## config.mk

```make
export PLATFORM = sky130hd
export DESIGN_NAME = vrc_top
export DESIGN_NICKNAME = d
export VERILOG_FILES = /design/src/core/vrc_pkg.sv /design/src/core/vrc_slot_if.sv /design/src/core/vrc_slot.sv /design/src/core/vrc_top.sv
export SDC_FILE = /design/constraint.sdc
export NUM_CORES = 1
export LEC_CHECK = 0
export BUFFER_PORTS_ARGS = -buffer_cell sky130_fd_sc_hd__buf_2
export CAP_MARGIN = 5
export CORE_ASPECT_RATIO = 1.25
export CORE_UTILIZATION = 44
export CTS_CLUSTER_DIAMETER = 200
export DETAILED_ROUTE_END_ITERATION = 7
export PLACE_DENSITY = 0.93
export SYNTH_ARGS = -nofsm -noshare
export SYNTH_HDL_FRONTEND = slang
export SYNTH_SLANG_ARGS = --single-unit
```

## constraint.sdc

```tcl
create_clock -name i_sys_clk -period 2.2 [get_ports i_sys_clk]
set_input_delay 0.44 -clock i_sys_clk [delete_from_list [all_inputs] [get_ports i_sys_clk]]
set_output_delay 0.44 -clock i_sys_clk [all_outputs]
set_load 0.01 [all_outputs]
```

## src/core/vrc_pkg.sv

```systemverilog
// Constants, types and helpers shared by the reference control block.
// Assumes a 32-bit classic Wishbone bus with byte lane 0 carrying all data.

package vrc_pkg;

  // ----------------------------------------------------------------
  // Widths
  // ----------------------------------------------------------------
  localparam int unsigned VRC_ADR_W  = 8;
  localparam int unsigned VRC_BUS_W  = 32;
  localparam int unsigned VRC_REG_W  = 8;
  localparam int unsigned VRC_CODE_W = 4;
  localparam int unsigned VRC_TAP_W  = 6;

  // ----------------------------------------------------------------
  // Register byte offsets
  // ----------------------------------------------------------------
  localparam logic [VRC_ADR_W-1:0] VRC_ADR_SLOT = 8'h00; // Shared slot
  localparam logic [VRC_ADR_W-1:0] VRC_ADR_WDT  = 8'h04; // Watchdog control
  localparam logic [VRC_ADR_W-1:0] VRC_ADR_STAT = 8'h08; // Live state

  // ----------------------------------------------------------------
  // Field positions
  // ----------------------------------------------------------------
  localparam int unsigned VRC_BIT_POWER  = 7;
  localparam int unsigned VRC_BIT_PIN    = 6;
  localparam int unsigned VRC_BIT_RANGE  = 5;
  localparam int unsigned VRC_BIT_SOURCE = 4;
  localparam int unsigned VRC_CODE_HI    = 3;
  localparam int unsigned VRC_CODE_LO    = 0;
  localparam int unsigned VRC_BIT_ALT    = 4;
  localparam int unsigned VRC_STAT_TAP_HI = 5;
  localparam int unsigned VRC_STAT_DIR   = 6;
  localparam int unsigned VRC_STAT_ALT   = 7;

  // ----------------------------------------------------------------
  // Reset values
  // ----------------------------------------------------------------
  localparam logic [VRC_REG_W-1:0] VRC_CTRL_RST   = 8'h00;
  localparam logic [VRC_REG_W-1:0] VRC_PERIOD_RST = 8'h00;
  localparam logic                 VRC_ALT_RST    = 1'b0;

  // ----------------------------------------------------------------
  // Ladder geometry
  // ----------------------------------------------------------------
  localparam logic [VRC_TAP_W-1:0] VRC_DEN_LOW   = 6'h18; // Steps of 1/24
  localparam logic [VRC_TAP_W-1:0] VRC_DEN_HIGH  = 6'h20; // Steps of 1/32
  localparam logic [VRC_TAP_W-1:0] VRC_HIGH_BASE = 6'h08; // Quarter of 32

  // ----------------------------------------------------------------
  // Types
  // ----------------------------------------------------------------
  typedef enum logic {
    VRC_BUS_IDLE = 1'b0,
    VRC_BUS_ACK  = 1'b1
  } vrc_bus_st_t;

  // Tap numerator over the selected denominator
  function automatic logic [VRC_TAP_W-1:0] vrc_tap_numer(
    input logic                  range_low,
    input logic [VRC_CODE_W-1:0] code
  );
    logic [VRC_TAP_W-1:0] wide;
    wide = {2'b00, code};
    return range_low ? wide : VRC_HIGH_BASE + wide;
  endfunction

endpackage

```

## src/core/vrc_slot_if.sv

```systemverilog
// Carrier between the bus front end and the shared-address register slot.
// Assumes both ends run on the same system clock.

`timescale 1ns/100ps

interface vrc_slot_if;
  logic       wr_en;   // One-cycle write strobe into the slot
  logic [7:0] wdata;   // Byte to store
  logic       alt_sel; // Alternate map selected
  logic [7:0] rdata;   // Byte visible at the slot address
  logic [7:0] ctrl;    // Stored reference control byte
  logic [7:0] period;  // Stored timer period byte

  modport bus  (output wr_en, wdata, alt_sel, input rdata, ctrl, period);
  modport slot (input wr_en, wdata, alt_sel, output rdata, ctrl, period);
endinterface

```

## src/core/vrc_slot.sv

```systemverilog
// Shared-address slot: reference control and timer period registers.
// Assumes write strobes arrive already qualified by address and lane.

`timescale 1ns/100ps

module vrc_slot (
  // Clock and reset
  input  wire logic i_sys_clk,
  input  wire logic i_srst,
  // Front end
  vrc_slot_if.slot  slot
);
  import vrc_pkg::*;

  logic [7:0] ctrl_q;
  logic [7:0] ctrl_d;
  logic [7:0] period_q;
  logic [7:0] period_d;

  // ----------------------------------------------------------------
  // Write steering
  // ----------------------------------------------------------------
  // alternate bit picks target
  always_comb begin
    ctrl_d   = ctrl_q;
    period_d = period_q;
    if (slot.wr_en && slot.alt_sel) begin
      ctrl_d = slot.wdata;
    end else if (slot.wr_en) begin
      period_d = slot.wdata;
    end
  end

  // wake keeps contents
  // Only reset clears; sleep and wake never touch these flops
  always_ff @(posedge i_sys_clk) begin
    if (i_srst) begin
      ctrl_q   <= VRC_CTRL_RST;
      period_q <= VRC_PERIOD_RST;
    end else begin
      ctrl_q   <= ctrl_d;
      period_q <= period_d;
    end
  end

  // Read view and stored values
  assign slot.rdata  = slot.alt_sel ? ctrl_q : period_q;
  assign slot.ctrl   = ctrl_q;
  assign slot.period = period_q;

endmodule

```

## src/core/vrc_top.sv

```systemverilog
// Voltage reference control: Wishbone slave, shared slot, ladder controls.
// Assumes a classic Wishbone master on i_sys_clk and an analog ladder
// that takes its controls as static levels.
//
// Contract
// - Bit 7 powers ladder on or down
// - Bit 6 routes level onto pin
// - Pin drive overrides port direction bit
// - Bit 5 picks low or high range
// - Bit 4 picks external or analog supply
// - Low four bits pick ladder tap
// - Reset clears whole control register
// - Shared address needs alternate bit set
// - Wake from sleep keeps register contents
// - Works regardless of comparator state
//
// Decided for this implementation: the Wishbone interface to the registers and the register offsets.

`timescale 1ns/100ps

module vrc_top (
  // Clock and reset
  input  wire logic                           i_sys_clk,
  input  wire logic                           i_srst,
  // Wishbone slave
  input  wire logic                           i_wb_cyc,
  input  wire logic                           i_wb_stb,
  input  wire logic                           i_wb_we,
  input  wire logic [vrc_pkg::VRC_ADR_W-1:0]  i_wb_adr,
  input  wire logic [3:0]                     i_wb_sel,
  input  wire logic [vrc_pkg::VRC_BUS_W-1:0]  i_wb_dat,
  output logic                                o_wb_ack,
  output logic      [vrc_pkg::VRC_BUS_W-1:0]  o_wb_dat,
  // Port logic
  input  wire logic                           i_port_f_direction,
  output logic                                o_pin_dir_eff,
  // Ladder controls
  output logic                                o_ref_power_on,
  output logic                                o_ref_pin_drive,
  output logic                                o_ref_range_sel,
  output logic                                o_ref_source_sel,
  output logic      [vrc_pkg::VRC_CODE_W-1:0] o_ref_level_code,
  output logic      [vrc_pkg::VRC_TAP_W-1:0]  o_tap_numer,
  output logic      [vrc_pkg::VRC_TAP_W-1:0]  o_tap_denom,
  // Timer side
  output logic      [vrc_pkg::VRC_REG_W-1:0]  o_timer_period
);
  import vrc_pkg::*;

  // ----------------------------------------------------------------
  // Declarations
  // ----------------------------------------------------------------
  vrc_slot_if slot_if ();

  vrc_bus_st_t            bus_q;
  vrc_bus_st_t            bus_d;
  logic [VRC_BUS_W-1:0]   dat_q;
  logic [VRC_BUS_W-1:0]   dat_d;
  logic                   alt_q;
  logic                   alt_d;
  logic                   dir_q;
  logic                   dir_d;
  logic [VRC_TAP_W-1:0]   numer_q;
  logic [VRC_TAP_W-1:0]   numer_d;
  logic [VRC_TAP_W-1:0]   denom_q;
  logic [VRC_TAP_W-1:0]   denom_d;
  logic                   req;
  logic                   wr_take;
  logic                   hit_slot;
  logic                   hit_wdt;
  logic                   hit_stat;
  logic [VRC_REG_W-1:0]   rd_byte;
  logic [VRC_REG_W-1:0]   stat_byte;
  logic [VRC_REG_W-1:0]   ctrl;

  // ----------------------------------------------------------------
  // Register slot
  // ----------------------------------------------------------------
  vrc_slot u_slot (
    .i_sys_clk (i_sys_clk),
    .i_srst    (i_srst),
    .slot      (slot_if.slot)
  );

  assign ctrl = slot_if.ctrl;

  // ----------------------------------------------------------------
  // Bus handshake
  // ----------------------------------------------------------------
  // Request qualifier and write moment
  // Writes land on the ack edge so the master sees them take effect there
  assign req     = i_wb_cyc & i_wb_stb;
  assign wr_take = req & i_wb_we & i_wb_sel[0] & (bus_q == VRC_BUS_ACK);

  // Address decode
  always_comb begin
    hit_slot = 1'b0;
    hit_wdt  = 1'b0;
    hit_stat = 1'b0;
    if (i_wb_adr == VRC_ADR_SLOT) begin
      hit_slot = 1'b1;
    end else if (i_wb_adr == VRC_ADR_WDT) begin
      hit_wdt = 1'b1;
    end else if (i_wb_adr == VRC_ADR_STAT) begin
      hit_stat = 1'b1;
    end
  end

  // Status view of live state
  always_comb begin
    stat_byte = '0;
    stat_byte[VRC_STAT_TAP_HI:0] = numer_q;
    stat_byte[VRC_STAT_DIR]      = dir_q;
    stat_byte[VRC_STAT_ALT]      = alt_q;
  end

  // Read multiplexer, unmapped reads as zero
  always_comb begin
    rd_byte = '0;
    if (hit_slot) begin
      rd_byte = slot_if.rdata;
    end else if (hit_wdt) begin
      rd_byte[VRC_BIT_ALT] = alt_q;
    end else if (hit_stat) begin
      rd_byte = stat_byte;
    end
  end

  // One ack per request, then one idle cycle before the next
  always_comb begin
    bus_d = VRC_BUS_IDLE;
    dat_d = '0;
    case (bus_q)
      VRC_BUS_IDLE: begin
        if (req) begin
          bus_d = VRC_BUS_ACK;
          dat_d = {{(VRC_BUS_W-VRC_REG_W){1'b0}}, rd_byte};
        end
      end
      VRC_BUS_ACK: begin
        bus_d = VRC_BUS_IDLE;
      end
      default: begin
        bus_d = VRC_BUS_IDLE;
      end
    endcase
  end

  // Bus state registers
  always_ff @(posedge i_sys_clk) begin
    if (i_srst) begin
      bus_q <= VRC_BUS_IDLE;
      dat_q <= '0;
    end else begin
      bus_q <= bus_d;
      dat_q <= dat_d;
    end
  end

  // ----------------------------------------------------------------
  // Alternate map select
  // ----------------------------------------------------------------
  // alternate bit storage
  always_comb begin
    alt_d = alt_q;
    if (wr_take && hit_wdt) begin
      alt_d = i_wb_dat[VRC_BIT_ALT];
    end
  end

  always_ff @(posedge i_sys_clk) begin
    if (i_srst) begin
      alt_q <= VRC_ALT_RST;
    end else begin
      alt_q <= alt_d;
    end
  end

  // Slot strobes
  assign slot_if.wr_en   = wr_take & hit_slot;
  assign slot_if.wdata   = i_wb_dat[VRC_REG_W-1:0];
  assign slot_if.alt_sel = alt_q;

  // ----------------------------------------------------------------
  // Pin and ladder derived controls
  // ----------------------------------------------------------------
  // pin drive wins
  // Direction comes from port logic on this clock, so no synchroniser
  always_comb begin
    dir_d = ctrl[VRC_BIT_PIN] ? 1'b1 : i_port_f_direction;
  end

  always_comb begin
    numer_d = vrc_tap_numer(ctrl[VRC_BIT_RANGE], ctrl[VRC_CODE_HI:VRC_CODE_LO]);
    denom_d = ctrl[VRC_BIT_RANGE] ? VRC_DEN_LOW : VRC_DEN_HIGH;
  end

  always_ff @(posedge i_sys_clk) begin
    if (i_srst) begin
      dir_q   <= 1'b1;
      numer_q <= VRC_HIGH_BASE;
      denom_q <= VRC_DEN_HIGH;
    end else begin
      dir_q   <= dir_d;
      numer_q <= numer_d;
      denom_q <= denom_d;
    end
  end

  // ----------------------------------------------------------------
  // Outputs
  // ----------------------------------------------------------------
  // static ladder controls
  assign o_wb_ack         = (bus_q == VRC_BUS_ACK);
  assign o_wb_dat         = dat_q;
  assign o_pin_dir_eff    = dir_q;
  assign o_ref_power_on   = ctrl[VRC_BIT_POWER];
  assign o_ref_pin_drive  = ctrl[VRC_BIT_PIN];
  assign o_ref_range_sel  = ctrl[VRC_BIT_RANGE];
  assign o_ref_source_sel = ctrl[VRC_BIT_SOURCE];
  assign o_ref_level_code = ctrl[VRC_CODE_HI:VRC_CODE_LO];
  assign o_tap_numer      = numer_q;
  assign o_tap_denom      = denom_q;
  assign o_timer_period   = slot_if.period;

  // ----------------------------------------------------------------
  // Assertions
  // ----------------------------------------------------------------
  logic wr_ctrl;
  assign wr_ctrl = slot_if.wr_en & alt_q;

  a_power_follows_write: assert property (@(posedge i_sys_clk) disable iff (i_srst)
    wr_ctrl |=> o_ref_power_on == $past(i_wb_dat[VRC_BIT_POWER]))
    else $error("power bit did not follow write");

  a_pin_route_write: assert property (@(posedge i_sys_clk) disable iff (i_srst)
    wr_ctrl |=> o_ref_pin_drive == $past(i_wb_dat[VRC_BIT_PIN]))
    else $error("pin route bit did not follow write");

  a_pin_dir_override: assert property (@(posedge i_sys_clk) disable iff (i_srst)
    o_ref_pin_drive && $past(o_ref_pin_drive) |-> o_pin_dir_eff)
    else $error("pin direction not overridden");

  a_range_denom: assert property (@(posedge i_sys_clk) disable iff (i_srst)
    $stable(o_ref_range_sel) |=> o_tap_denom ==
      ($past(o_ref_range_sel) ? VRC_DEN_LOW : VRC_DEN_HIGH))
    else $error("tap denominator wrong for range");

  a_source_sel_write: assert property (@(posedge i_sys_clk) disable iff (i_srst)
    wr_ctrl |=> o_ref_source_sel == $past(i_wb_dat[VRC_BIT_SOURCE]))
    else $error("source select did not follow write");

  a_tap_from_code: assert property (@(posedge i_sys_clk) disable iff (i_srst)
    wr_ctrl |=> ##1 o_tap_numer == vrc_tap_numer($past(i_wb_dat[VRC_BIT_RANGE], 2),
      $past(i_wb_dat[VRC_CODE_HI:VRC_CODE_LO], 2)))
    else $error("tap numerator wrong for code");

  a_reset_clears: assert property (@(posedge i_sys_clk)
    i_srst |=> ctrl == VRC_CTRL_RST && !o_ref_power_on && !o_ref_pin_drive)
    else $error("control not cleared by reset");

  a_shared_slot_sel: assert property (@(posedge i_sys_clk) disable iff (i_srst)
    slot_if.wr_en && !alt_q |=> $stable(ctrl) &&
      o_timer_period == $past(i_wb_dat[VRC_REG_W-1:0]))
    else $error("shared slot wrote wrong register");

  a_hold_no_write: assert property (@(posedge i_sys_clk) disable iff (i_srst)
    !wr_ctrl |=> $stable(ctrl))
    else $error("control changed without a write");

  a_ack_one_cycle: assert property (@(posedge i_sys_clk) disable iff (i_srst)
    req && !o_wb_ack |=> o_wb_ack ##1 !o_wb_ack)
    else $error("ack not single cycle");

  // direction copies port bit when not driven
  a_dir_follow_port: assert property (@(posedge i_sys_clk) disable iff (i_srst)
    !o_ref_pin_drive |=> o_pin_dir_eff == $past(i_port_f_direction))
    else $error("direction did not follow port bit");

  a_alt_follow_write: assert property (@(posedge i_sys_clk) disable iff (i_srst)
    wr_take && hit_wdt |=> alt_q == $past(i_wb_dat[VRC_BIT_ALT]))
    else $error("alternate select did not follow write");

  // read data stays zero outside ack
  a_rdata_idle_zero: assert property (@(posedge i_sys_clk) disable iff (i_srst)
    !o_wb_ack |-> o_wb_dat == '0)
    else $error("read data not zero while idle");

endmodule

```

==> reports/qor.csv <==
stage,metric,value,unit
global_routing,grt_pass1_vias,1145,
route,drtIter0Drc,60,
clock_tree,post_cts_buffers,0,
die,start_util,0.4661,
critical_path,crit_required,2.42,ns
worst_hold_path,hold_class,primary input to register,
route,dr.pass1.iters,7,
outcome,outcome,finished with violations,
die,die_y,70.50,um
critical_path,crit_fanout,8,
critical_path,path_cells,"buf_2, nor4_4, and4_1, mux2i_1",
layout,post-route-util,0.5410,
synth,postSynthCellCount,165,
power_and_ir_drop,ir_drop,0.0005782,V
place,gp_congestion,0.7453,
clock_tree,clock_sinks,34,
die,pin_count,112,
synth,synth_top_area_cell,dfxtp_1,
critical_path,cp_top_family,simple AND/OR/NAND/NOR gates,
global_routing,grt-ovfl-total,0,
synth,ys_ff_latch,34,
critical_path,path_class,primary input to register,
clock_tree,cts_max_path_buffers,2,
route,vias,1212,
global_routing,grt_pass1_wl,5050,um
synth,seq_area_frac_synth,0.4121,
clock_tree,cts.htree.levels,2,
global_routing,grt_max_degree,30,
critical_path,cp_num_buf_inv,1,
die,core,3543,um2
critical_path,crit_slowest_cell,and4_1,
power_and_ir_drop,p_leak,0.9813,nW
timing,fin_tns_setup,0,ns
timing,min_period_over_period,0.6978,
clock_tree,postCtsResizedCells,0,
layout,diodes,0,
clock_tree,cts_buffers,5,
critical_path,slowest_delay,0.50,ns
timing,max_freq,0.6514,GHz
clock_tree,clk_pin_slew_worst_paths,0.07,ns
synth,avgSynthCellArea,10.01,um2
synth,yosysTopAreaCellShare,0.4121,
global_routing,track_usage,0.1688,
synth,synth_warnings,0,
layout,area_delta_synth_final,16.06,%
synth,synth.area.top_cells,"dfxtp_1, buf_4, mux2i_1",
layout,nets,269,
critical_path,worstSetupEndpointType,register,
place,dp_hpwl,2482,um
synth,yosysUniqueCellTypes,31,
outcome,violations,DRC,
layout,layoutNonFillerInstCount,259,
timing,finalSetupViolCount,0,
die,rows,24,
synth,syn_area,1652,um2
place,portBuffers,56,
critical_path,critical_path.startpoint_type,primary input,
die,die_area,4004,um2
clock_tree,clk_latency,0.29,ns
route,wl_per_cell,12.62,um
global_routing,antenna_found_initial,0,
die,die_width,56.80,um
route,detail-route-antenna-nets,0,
route,viasPerCell,4.680,
route,routed_wl,3269,um
clock_tree,cts-root-buf,clkbuf_8,
timing,timing.clock.skew,0.004244,ns
timing,grt_setup_unrepaired,no,
timing,finalHoldViolCount,0,
power_and_ir_drop,power_density,610.8,nW/um2
clock_tree,cts_tree,built,
timing,slew_viol_final,0,
layout,drive_gt1_frac,0.3136,
run,drv_cap,0,
route,drc,18,
timing,min_period,1.535,ns
clock_tree,cts-hold-fix-buffers,0,
critical_path,arrival,1.75,ns
place,placed_cells,251,
synthesized netlist by cell type:
cell type / count
dfxtp_1: 34
buf_4: 33
nand2b_1: 27
mux2i_1: 24
inv_1: 9
o22ai_1: 5
clkbuf_1: 3
nand4_1: 3
and3_1: 2
and3b_1: 2
nand2_1: 2
nor4_4: 2
a2111oi_0: 1
a21oi_1: 1
and2_1: 1
and4_1: 1
and4_2: 1
and4bb_2: 1
buf_2: 1
conb_1: 1
nand3_1: 1
nand3b_1: 1
nand4_2: 1
nor2_1: 1
nor2b_1: 1
nor3_1: 1
nor3b_1: 1
nor4b_1: 1
o211ai_1: 1
or3_1: 1
xor2_1: 1
through the flow:
step / power (mW) / worst slack [ns] / hold WS [ns] / area (um2)
2_1_floorplan: 0.7169 / 0.7674 / 0.4569 / 1753
3_3_place_gp: 0.7105 / 0.3811 / 0.4608 / 1826
3_5_place_dp: 0.7127 / 0.3355 / 0.4645 / 1826
4_1_cts: 1.181 / 0.6247 / 0.3312 / 1917
5_1_grt: 1.218 / 0.5689 / 0.3282 / 1917
6_report: 1.171 / 0.6648 / 0.3337 / 1917
layout by cell type, fill, tap and decap left out:
cell	count
nand2_1	2
nor4_4	2
nor4b_1	1
conb_1	28
buf_2	56
and4_2	1
clkbuf_8	6
mux2i_1	24
nor3b_1	1
o211ai_1	1
inv_1	9
nand3b_1	1
xor2_1	1
clkinv_2	1
and4_1	1
and3b_1	2
clkbuf_1	1
nor3_1	1
a21oi_1	1
and3_1	2
o22ai_1	5
nand2b_1	27
nor2b_1	1
or3_1	1
buf_4	1
a2111oi_0	1
nor2_1	1
nand3_1	1
nand4_2	1
and4bb_2	1
and2_1	1
dfxtp_1	34
nand4_1	3
metal layers:
metal,GRT usage,vias to the layer above,share of wire
met1,0.1538,547,0.36
li1,-,602,-
met5,0,-,0
met3,0.06667,6,0.084
met4,0.07317,0,0.016
met2,0.3228,57,0.54
flip-flops by register name, summed over array words and instances (netlist names):
signal and flops:
alt_q 1, o_pin_dir_eff 1, o_tap_denom 2, o_tap_numer 5, o_wb_ack 1, o_wb_dat 8, u_slot.slot.ctrl 8, u_slot.slot.period 8
final timing paths:
| path | slack, ns | endpoint | cells after the start | from |
|---|---|---|---|---|
| worst max-delay path | 0.66 | u_slot.slot.ctrl[7] | 4 | i_wb_adr[7] |
| worst min-delay path | 0.33 | o_pin_dir_eff | 2 | i_port_f_direction |
| worst max register to register | 0.83 | u_slot.slot.period[7] | 4 | alt_q |
| worst min register to register | 0.47 | o_wb_dat[0] | 2 | o_tap_numer[0] |
layout make-up:
type / count / area, um2
clock inverters: 1 / 5.005
fillers: 347 / 1627
flip-flops and latches: 34 / 680.7
clock buffers: 7 / 86.33
well taps: 39 / 48.80
repair buffers: 57 / 287.8
inverters: 9 / 33.78
multi-input cells: 112 / 774.5
kinds of logic after synthesis:
group	synth area share
compound gates	0.03182
xor+xnor	0.005304
simple gates	0.2227
buf+inv	0.1803
mux	0.1455
flops	0.4121
other cells	0.002271
power breakdown:
| part | internal (mW) | total [mW] | switching [mW] |
|---|---|---|---|
| registers | 0.617 | 0.618 | 0.000963 |
| clock network | 0.252 | 0.472 | 0.220 |
| logic | 0.0300 | 0.0810 | 0.0509 |
| total | 0.899 | 1.17 | 0.271 |
No activity file was read; power rests on OpenSTA's default activity.
